===== config.mk =====
export PLATFORM = sky130hd
export DESIGN_NAME = ises_top
export DESIGN_NICKNAME = d
export VERILOG_FILES = /design/src/ises_top.v /design/src/ises_sync3.v /design/src/ises_evlatch.v
export VERILOG_INCLUDE_DIRS = /design/src
export SDC_FILE = /design/constraint.sdc
export NUM_CORES = 1
export LEC_CHECK = 0
export ABC_AREA = 0
export BUFFER_PORTS_ARGS = -buffer_cell sky130_fd_sc_hd__buf_2
export CORE_MARGIN = 3
export CORE_UTILIZATION = 49
export DETAILED_ROUTE_END_ITERATION = 10
export GPL_TIMING_DRIVEN = 0
export HOLD_SLACK_MARGIN = 0.12
export PLACE_DENSITY = 0.75
export SLEW_MARGIN = 20
export SYNTH_ARGS = -nofsm -noshare
export SYNTH_HDL_FRONTEND = slang
export SYNTH_SLANG_ARGS = --single-unit

===== constraint.sdc =====
create_clock -name clk -period 1.4 [get_ports clk]
set_clock_uncertainty 0.05 [all_clocks]
set_input_delay 0.21 -clock clk [delete_from_list [all_inputs] [get_ports clk]]
set_output_delay 0.21 -clock clk [all_outputs]
set_load 0.005 [all_outputs]

===== src/ises_map.vh =====
// Purpose: Shared constants of the instrument status event summary block
// Assumes: Included by bare name from the design files
// Notes:   Command codes are the decoded forms of the controller's common
//          and status queries, as handed over by the command parser
`ifndef ISES_MAP_VH
`define ISES_MAP_VH

// Decoded command codes on cmd_code
`define ISES_CMD_W          4
`define ISES_CMD_NOP        4'h0
`define ISES_CMD_WR_PPMASK  4'h1
`define ISES_CMD_RD_PPMASK  4'h2
`define ISES_CMD_RD_IST     4'h3
`define ISES_CMD_RD_EVSTAT  4'h4
`define ISES_CMD_WR_EVMASK  4'h5
`define ISES_CMD_RD_EVMASK  4'h6
`define ISES_CMD_OPC        4'h7
`define ISES_CMD_RD_OPCOND  4'h8
`define ISES_CMD_RD_OPEVT   4'h9
`define ISES_CMD_WR_OPMASK  4'ha
`define ISES_CMD_RD_OPMASK  4'hb

// Event status bit positions
`define ISES_EV_OPC         0
`define ISES_EV_REQCTL      1
`define ISES_EV_QUERY       2
`define ISES_EV_DEVDEP      3
`define ISES_EV_EXEC        4
`define ISES_EV_CMD         5
`define ISES_EV_USER        6
`define ISES_EV_PON         7

// Reset values
`define ISES_EVSTAT_RST     8'h80
`define ISES_EVMASK_RST     8'h00
`define ISES_PPMASK_RST     8'h00
`define ISES_OPMASK_RST     16'h0000

// Operation status bit positions
`define ISES_OP_CAL         0
`define ISES_OP_SETTLE      1
`define ISES_OP_RANGE       2
`define ISES_OP_SWEEP       3
`define ISES_OP_MEAS        4
`define ISES_OP_WTRIG       5
`define ISES_OP_WARM        6
`define ISES_OP_CORR        7
`define ISES_OP_DEV_LO      8
`define ISES_OP_DEV_HI      12
`define ISES_OP_INST        13
`define ISES_OP_PROG        14
`define ISES_OP_ZERO        15

// Status byte bit positions computed here
`define ISES_STB_ESB        5
`define ISES_STB_OPER       7

// Error codes queued per error class (16-bit two's complement)
`define ISES_ERR_DEVDEP     16'hfed4
`define ISES_ERR_EXEC       16'hff38
`define ISES_ERR_CMD        16'hff9c

// Command processing time that settling must exceed
`define ISES_CMD_PROC_NS    200
`define ISES_CLK_NS         10
`define ISES_CMD_PROC_CYC   ((`ISES_CMD_PROC_NS + `ISES_CLK_NS - 1) / `ISES_CLK_NS)

`endif


===== src/ises_top.v =====
// Purpose: Event status, parallel-poll summary and operation status logic
// Assumes: Commands arrive already decoded from the bus parser on clk
// Notes:   Each rule below is tagged at the logic that keeps it
// Overview of operation
// IST is OR of status byte AND mask
// IST answers parallel poll and IST query
// Parallel-poll mask written and read back unchanged
// Latched event status returned on its query
// Event enable mask stored and read back
// OPC sets bit 0 once prior commands finish
// Bit 1 set on controller-role request
// Bit 2 set on query protocol error
// Bit 3 and device error code queued; code not pushed when a command or execution error comes in the same cycle
// Bit 4 and execution error code queued; code not pushed when a command error comes in the same cycle
// Bit 5 and command error code queued
// Bit 6 set on local key press
// Bit 7 set at power-up
// Operation condition and event views readable
// Condition bits follow calibrate, range, sweep, measure
// Settling bit only beyond command processing time
// Trigger, arm and correction wait bits held
// Device bits, instrument summary, program running
// Operation bit 15 always reads zero
// Operation register may be left inactive
// Status bit 5 from enabled events
// Status bit 7 from enabled operation events
// Event reads clear; operation events latch rises
// Masks clear, power-on bit set after reset
`timescale 1ns/100ps
`default_nettype none

`include "ises_map.vh"

module ises_top #(
    parameter OP_IMPL      = 1,
    parameter SETTLE_CYC   = `ISES_CMD_PROC_CYC
) (
    // Clock and reset
    input  wire        clk,
    input  wire        rst_n,
    // Decoded command port
    input  wire        cmd_valid,
    input  wire [3:0]  cmd_code,
    input  wire [15:0] cmd_data,
    // Query answer
    output reg         rsp_valid_r,
    output reg  [15:0] rsp_data_r,
    // Event sources on clk; exec_idle is a level, the rest one-cycle pulses
    input  wire        exec_idle,
    input  wire        ctl_request,
    input  wire        query_err,
    input  wire        devdep_err,
    input  wire        exec_err,
    input  wire        command_err,
    // Front-panel local key pin, asynchronous
    input  wire        local_key,
    // Operation activity levels on clk
    input  wire        calibrating,
    input  wire        settling,
    input  wire        ranging,
    input  wire        sweeping,
    input  wire        measuring,
    input  wire        wait_trigger,
    input  wire        wait_arm,
    input  wire        correcting,
    input  wire [4:0]  dev_activity,
    input  wire        inst_summary,
    input  wire        prog_running,
    // Status byte bits built elsewhere
    input  wire [7:0]  stb_ext,
    // Summaries
    output reg  [7:0]  stb_r,
    output reg         ist_r,
    // Error queue push
    output reg         err_push_r,
    output reg  [15:0] err_code_r
);

    localparam [3:0] CMD_RD_IST = `ISES_CMD_RD_IST;

    reg  [7:0]  ppmask_r;
    reg  [7:0]  evmask_r;
    reg  [15:0] opmask_r;
    reg         opc_pend_r;
    reg  [15:0] opcond_r;
    reg  [15:0] opcond_prev_r;
    reg  [15:0] settle_cnt_r;
    reg         key_prev_r;
    reg         rsp_valid_nxt;
    reg  [15:0] rsp_data_nxt;
    reg  [7:0]  stb_nxt;
    reg  [15:0] opcond_nxt;
    reg  [7:0]  ev_set;
    reg         opc_done;
    reg         err_push_nxt;
    reg  [15:0] err_code_nxt;

    wire        key_sync;
    wire [7:0]  evstat;
    wire [15:0] opevt;
    wire        rd_evstat;
    wire        rd_opevt;
    wire        settle_long;

    assign rd_evstat   = cmd_valid && (cmd_code == `ISES_CMD_RD_EVSTAT);
    assign rd_opevt    = cmd_valid && (cmd_code == `ISES_CMD_RD_OPEVT);
    assign settle_long = (settle_cnt_r >= SETTLE_CYC[15:0]);

    // Local key comes from the front panel on its own timing
    ises_sync3 #(
        .W (1)
    ) u_key_sync (
        .clk   (clk),
        .rst_n (rst_n),
        .d     (local_key),
        .q     (key_sync)
    );

    // Masks and OPC bookkeeping
    always @(posedge clk) begin
        if (!rst_n) begin
            ppmask_r   <= `ISES_PPMASK_RST;
            evmask_r   <= `ISES_EVMASK_RST;
            opmask_r   <= `ISES_OPMASK_RST;
            opc_pend_r <= 1'b0;
            key_prev_r <= 1'b0;
        end else begin
            key_prev_r <= key_sync;
            if (cmd_valid && cmd_code == `ISES_CMD_WR_PPMASK) begin
                ppmask_r <= cmd_data[7:0];
            end
            if (cmd_valid && cmd_code == `ISES_CMD_WR_EVMASK) begin
                evmask_r <= cmd_data[7:0];
            end
            if (cmd_valid && cmd_code == `ISES_CMD_WR_OPMASK) begin
                opmask_r <= cmd_data;
            end
            // A fresh OPC re-arms; completion drops the pending flag
            if (cmd_valid && cmd_code == `ISES_CMD_OPC) begin
                opc_pend_r <= 1'b1;
            end else if (opc_done) begin
                opc_pend_r <= 1'b0;
            end
        end
    end

    // Completion waits one cycle after OPC so the parser can drop idle
    always @* begin
        opc_done = opc_pend_r && exec_idle;
    end

    // Event sources into the latched event status
    always @* begin
        ev_set                    = 8'h00;
        ev_set[`ISES_EV_OPC]      = opc_done;
        ev_set[`ISES_EV_REQCTL]   = ctl_request;
        ev_set[`ISES_EV_QUERY]    = query_err;
        ev_set[`ISES_EV_DEVDEP]   = devdep_err;
        ev_set[`ISES_EV_EXEC]     = exec_err;
        ev_set[`ISES_EV_CMD]      = command_err;
        ev_set[`ISES_EV_USER]     = key_sync && !key_prev_r;
        ev_set[`ISES_EV_PON]      = 1'b0;
    end

    // Power-on bit comes from the reset value of the latch
    ises_evlatch #(
        .W   (8),
        .RST (`ISES_EVSTAT_RST)
    ) u_evstat (
        .clk   (clk),
        .rst_n (rst_n),
        .set   (ev_set),
        .clr   (rd_evstat),
        .q     (evstat)
    );

    // Error queue push; only one code fits per cycle, so the
    // command error takes priority over execution and device faults
    always @* begin
        err_push_nxt = 1'b0;
        err_code_nxt = 16'h0000;
        if (command_err) begin
            err_push_nxt = 1'b1;
            err_code_nxt = `ISES_ERR_CMD;
        end else if (exec_err) begin
            err_push_nxt = 1'b1;
            err_code_nxt = `ISES_ERR_EXEC;
        end else if (devdep_err) begin
            err_push_nxt = 1'b1;
            err_code_nxt = `ISES_ERR_DEVDEP;
        end
    end

    // Settling only counts once it outlasts command processing
    always @(posedge clk) begin
        if (!rst_n) begin
            settle_cnt_r <= 16'h0000;
        end else if (!settling) begin
            settle_cnt_r <= 16'h0000;
        end else if (!settle_long) begin
            settle_cnt_r <= settle_cnt_r + 16'h0001;
        end
    end

    // Operation condition view
    always @* begin
        opcond_nxt                                 = 16'h0000;
        opcond_nxt[`ISES_OP_CAL]                   = calibrating;
        opcond_nxt[`ISES_OP_SETTLE]                = settling && settle_long;
        opcond_nxt[`ISES_OP_RANGE]                 = ranging;
        opcond_nxt[`ISES_OP_SWEEP]                 = sweeping;
        opcond_nxt[`ISES_OP_MEAS]                  = measuring;
        opcond_nxt[`ISES_OP_WTRIG]                 = wait_trigger;
        opcond_nxt[`ISES_OP_WARM]                  = wait_arm;
        opcond_nxt[`ISES_OP_CORR]                  = correcting;
        opcond_nxt[`ISES_OP_DEV_HI:`ISES_OP_DEV_LO] = dev_activity;
        opcond_nxt[`ISES_OP_INST]                  = inst_summary;
        opcond_nxt[`ISES_OP_PROG]                  = prog_running;
        opcond_nxt[`ISES_OP_ZERO]                  = 1'b0;
        if (OP_IMPL == 0) begin
            opcond_nxt = 16'h0000;
        end
    end

    always @(posedge clk) begin
        if (!rst_n) begin
            opcond_r      <= 16'h0000;
            opcond_prev_r <= 16'h0000;
        end else begin
            opcond_r      <= opcond_nxt;
            opcond_prev_r <= opcond_r;
        end
    end

    // Operation events latch rising edges of the condition view
    ises_evlatch #(
        .W   (16),
        .RST (16'h0000)
    ) u_opevt (
        .clk   (clk),
        .rst_n (rst_n),
        .set   (opcond_r & ~opcond_prev_r),
        .clr   (rd_opevt),
        .q     (opevt)
    );

    // Status byte: summaries replace the external bits 5 and 7
    always @* begin
        stb_nxt                 = stb_ext;
        stb_nxt[`ISES_STB_ESB]  = |(evstat & evmask_r);
        stb_nxt[`ISES_STB_OPER] = |(opevt & opmask_r);
    end

    // Query answers
    always @* begin
        rsp_valid_nxt = 1'b0;
        rsp_data_nxt  = 16'h0000;
        if (cmd_valid) begin
            case (cmd_code)
                `ISES_CMD_RD_PPMASK: begin
                    rsp_valid_nxt = 1'b1;
                    rsp_data_nxt  = {8'h00, ppmask_r};
                end
                CMD_RD_IST: begin
                    rsp_valid_nxt = 1'b1;
                    rsp_data_nxt  = {15'h0000, ist_r};
                end
                `ISES_CMD_RD_EVSTAT: begin
                    rsp_valid_nxt = 1'b1;
                    rsp_data_nxt  = {8'h00, evstat};
                end
                `ISES_CMD_RD_EVMASK: begin
                    rsp_valid_nxt = 1'b1;
                    rsp_data_nxt  = {8'h00, evmask_r};
                end
                `ISES_CMD_RD_OPCOND: begin
                    rsp_valid_nxt = 1'b1;
                    rsp_data_nxt  = opcond_r;
                end
                `ISES_CMD_RD_OPEVT: begin
                    rsp_valid_nxt = 1'b1;
                    rsp_data_nxt  = opevt;
                end
                `ISES_CMD_RD_OPMASK: begin
                    rsp_valid_nxt = 1'b1;
                    rsp_data_nxt  = opmask_r;
                end
                default: begin
                    rsp_valid_nxt = 1'b0;
                    rsp_data_nxt  = 16'h0000;
                end
            endcase
        end
    end

    // Output registers
    always @(posedge clk) begin
        if (!rst_n) begin
            rsp_valid_r <= 1'b0;
            rsp_data_r  <= 16'h0000;
            stb_r       <= 8'h00;
            ist_r       <= 1'b0;
            err_push_r  <= 1'b0;
            err_code_r  <= 16'h0000;
        end else begin
            rsp_valid_r <= rsp_valid_nxt;
            rsp_data_r  <= rsp_data_nxt;
            stb_r       <= stb_nxt;
            // Bit 6 joins in here, unlike the service request mask
            ist_r       <= |(stb_nxt & ppmask_r);
            err_push_r  <= err_push_nxt;
            err_code_r  <= err_code_nxt;
        end
    end

endmodule // ises_top

`default_nettype wire


===== src/ises_sync3.v =====
// Purpose: Three-stage synchroniser with agreement filter for pin inputs
// Assumes: Inputs are asynchronous to clk
// Notes:   Output follows only when stages two and three agree
`timescale 1ns/100ps
`default_nettype none

module ises_sync3 #(
    parameter W = 1
) (
    // Clock and reset
    input  wire         clk,
    input  wire         rst_n,
    // Pin side
    input  wire [W-1:0] d,
    // Clock domain side
    output reg  [W-1:0] q
);

    reg [W-1:0] s1_r;
    reg [W-1:0] s2_r;
    reg [W-1:0] s3_r;
    integer     i;

    always @(posedge clk) begin
        if (!rst_n) begin
            s1_r <= {W{1'b0}};
            s2_r <= {W{1'b0}};
            s3_r <= {W{1'b0}};
            q    <= {W{1'b0}};
        end else begin
            s1_r <= d;
            s2_r <= s1_r;
            s3_r <= s2_r;
            for (i = 0; i < W; i = i + 1) begin
                if (s2_r[i] == s3_r[i]) begin
                    q[i] <= s3_r[i];
                end
            end
        end
    end

endmodule // ises_sync3

`default_nettype wire


===== src/ises_evlatch.v =====
// Purpose: Sticky event latch with clear on read
// Assumes: set pulses and clr come from logic on clk
// Notes:   A set arriving with the clear survives it
`timescale 1ns/100ps
`default_nettype none

module ises_evlatch #(
    parameter         W   = 8,
    parameter [W-1:0] RST = {W{1'b0}}
) (
    // Clock and reset
    input  wire         clk,
    input  wire         rst_n,
    // Event side
    input  wire [W-1:0] set,
    input  wire         clr,
    // Latched events
    output reg  [W-1:0] q
);

    always @(posedge clk) begin
        if (!rst_n) begin
            q <= RST;
        end else begin
            q <= (q & ~{W{clr}}) | set;
        end
    end

endmodule // ises_evlatch

`default_nettype wire


==> impl_metrics.toml <==
[outcome]
status = "finished with violations"
violations = "negative setup slack"

[route]
final_antenna_net_count = 0
vias_per_cell = 5.20
drc_errors = 0
drt-total-wl_microns = 14300
drtIter0Drc = 214
first_pass_iters = 5
dr_total_vias = 4331
routedWlPerCell_microns = 17.1

[setup_path]
r2r-start = "settle_cnt_r[11]"
cpMaxStageDelayCell = "dfxtp_2"
rrSetupSlack_ps = -90
path_buf_inv = 1
critPathMaxFanout = 4
cp.arrival_ps = 1850
reg2regPathDepth = 5
path_cells = "nor4_4, nand4_1, buf_4, o21ai_0, a21oi_2"
crit_type = "reg2reg"
critical_path.max_stage_delay_ps = 330
start_kind = "flip-flop"
critPathCaptureType = "flip-flop"
worst-endpoint-required_ps = 1760
r2r-end = "settle_cnt_r[2]"
critical_path.top_delay_family = "simple AND/OR/NAND/NOR gates"

[synthesis]
synth_edf_count = 0
ys_warn_count = 0
syn_avg_cell_area_sq_um = 9.83
ys_seq_area_frac = 0.537
synthDistinctLibCells = 49
syn_inst = 527
ys.flop_type = "dfxtp_1"
synth_top_cell_by_area = "dfxtp_1"
synthTopCellsByArea = "dfxtp_1, mux2i_1, nor2_1, and2_1, mux2_2"
ys_async_sr_fraction = 0
synth_top_area_share = 0.537
synth-seq-cells = 139
syn-cell-area_sq_um = 5180

[final_layout]
layout_commonest_cell = "dfxtp_1"
final_util = 0.688
fin_nets = 742
multi_input_area_sq_um = 2150
fillers = 784
synthToLayoutAreaGrowth_pct = 33.4
final_cell_mix = "dfxtp_1, buf_2, nor2_1, dlygate4sd3_1, nand2_1"
seq_area_sq_um = 2790
drive_gt1_frac = 0.260
antenna_cells = 0

[power_and_ir_drop]
p_sw_uw = 2130
power_density_nw_per_um2 = 1300
combPwrFrac = 0.077
p_sw_frac = 0.238
ir_worst_vdd_mv = 1.06
leakage_uw = 0.00304
p_seq_frac = 0.464
p_int_uw = 6840
p_clk_frac = 0.459

[die]
core-area_sq_um = 10000
fp.dieArea_sq_um = 11800
die_h_microns = 109
num_io_pins = 96
num_rows = 36
dieWidth_microns = 109
initial_core_util = 0.516

[sta]
grt_setup_unrepaired = "yes"
slew_headroom = 0.585
setup-tns-final_ps = -140
setup_ws_ps = -89.0
setup_viol = 4
max_freq_ghz = 0.672
tightest_slew_ps = 622
whs_ps = 136
slew_violations = 0
hold_violations = 0
period_needed_ps = 1490
finalCritPeriodShare = 1.06

[cts]
cts_inserted_buffers = 17
cts_max_path_buffers = 2
cts_root_buf = "clkbuf_8"
cts.reportedPaths.clkPinSlew_ps = 60
clock_latency_ps = 530
cts_max_level = 4
cts_sinks = 139
cts_tree = "yes"

[flow_run]
cap_violations = 0

[placed_design]
gp_congestion = 0.937
dp_slack_ps = -505
io_buffers = 90
hpwl_microns = 9820

[grt]
grt_pass1_wl_microns = 22100
grt_max_degree = 17
grt_pass1_vias = 4250
gr-usage-all-layers = 0.251
grt_antenna_before_repair = 0
overflow = 0

[worst_hold_path]
holdCritStartpoint = "cmd_valid"
holdPathEnd = "u_evstat.q[7]"
hold_class = "in2reg"
hold_path_depth = 4
-- Yosys cell counts, drive strengths merged (2+ instances only) --
cell / number
a21o: 2
a21oi: 17
a221oi: 4
a22o: 7
a22oi: 20
a31oi: 5
a32oi: 4
a41oi: 2
and2: 27
and3: 13
and4: 2
buf: 27
clkbuf: 12
dfxtp: 139
ha: 2
inv: 21
mux2: 15
mux2i: 33
nand2: 41
nand2b: 2
nand3: 13
nand3b: 7
nand4: 4
nor2: 59
nor2b: 7
nor3: 3
nor3b: 2
nor4: 2
o21ai: 21
o221a: 2
o31ai: 2
or3: 3
-- layout make-up --
type | count | area share
flip-flops and latches | 139 | 0.403
multi-input cells | 329 | 0.311
well taps | 133 | 0.0241
clock inverters | 12 | 0.0168
clock buffers | 20 | 0.0630
inverters | 21 | 0.0114
plain buffers | 39 | 0.0338
repair buffers | 140 | 0.137
-- how the worst max path moves through the flow --
stage          slack [ps]             start  cells after the start              end
2_1_floorplan          40  settle_cnt_r[10]                      4  settle_cnt_r[3]
3_3_place_gp         -490       cmd_code[0]                      7    u_evstat.q[0]
4_1_cts               -30  settle_cnt_r[14]                      4  settle_cnt_r[2]
5_1_grt              -170  settle_cnt_r[11]                      5  settle_cnt_r[2]
6_report              -90  settle_cnt_r[11]                      5  settle_cnt_r[2]
3_5_place_dp         -500       cmd_code[0]                      7    u_evstat.q[3]
-- logic make-up (layout without fill, tap and decap cells) --
logic type | Yosys count | after routing | share of synthesized area
compound gates | 88 | 88 | 0.116
xor+xnor | 1 | 1 | 0.00169
fa+ha+maj | 2 | 2 | 0.00483
buf+inv | 60 | 232 | 0.0604
flops | 139 | 139 | 0.537
mux | 48 | 48 | 0.0963
other cells | 1 | 2 | 0.000724
simple gates | 188 | 188 | 0.183
-- sequential cells by signal (all words and copies together) (netlist names), 5 cells and up --
register and flops:
err_code_r 5, evmask_r 8, opcond_prev_r 15, opcond_r 15, opmask_r 16, ppmask_r 8
rsp_data_r 16, settle_cnt_r 16, stb_r 8, u_evstat.q 8, u_opevt.q 16
-- worst register-to-register path, stage by stage, from the launching register on --
cell and delay [ps]:
dfxtp_2 330, nor4_4 310, nand4_1 200, buf_4 190, o21ai_0 210, a21oi_2 80
-- through the flow --
step / total power, uW / std cells / cell area [sq um]
floorplan: 4550 / 528 / 5190
global placement: 4800 / 751 / 5800
detailed placement: 4810 / 751 / 5800
CTS: 9000 / 832 / 6880
global route: 9290 / 833 / 6910
finish: 8970 / 833 / 6910
-- timing repair --
action / 4_1_cts / 5_1_grt
endpoints found under the setup margin: 13 / 20
gates resized for setup: 7 / 8
hold endpoints to repair: 74 / 0
hold buffers: 48 / 0
pin swaps: 7 / 6
buffers inserted: 1 / 1
-- power groups by stage --
stage                     Clock, uW  Sequential (uW)  Combinational, uW
after floorplan                   0             4220                329
after global placement            0             4240                560
after detailed placement          0             4240                571
after CTS                      4160             4160                675
after global routing           4360             4170                751
final                          4120             4160                686
-- metal layers --
| layer | up-vias | track usage | part of all wire |
|---|---|---|---|
| li1 | 2135 | - | - |
| met1 | 2058 | 0.318 | 0.45 |
| met2 | 114 | 0.414 | 0.49 |
| met3 | 24 | 0.0651 | 0.046 |
| met4 | 0 | 0.0893 | 0.020 |
| met5 | - | 0 | 0 |
Note: power is estimated with default switching activity, not from simulation.
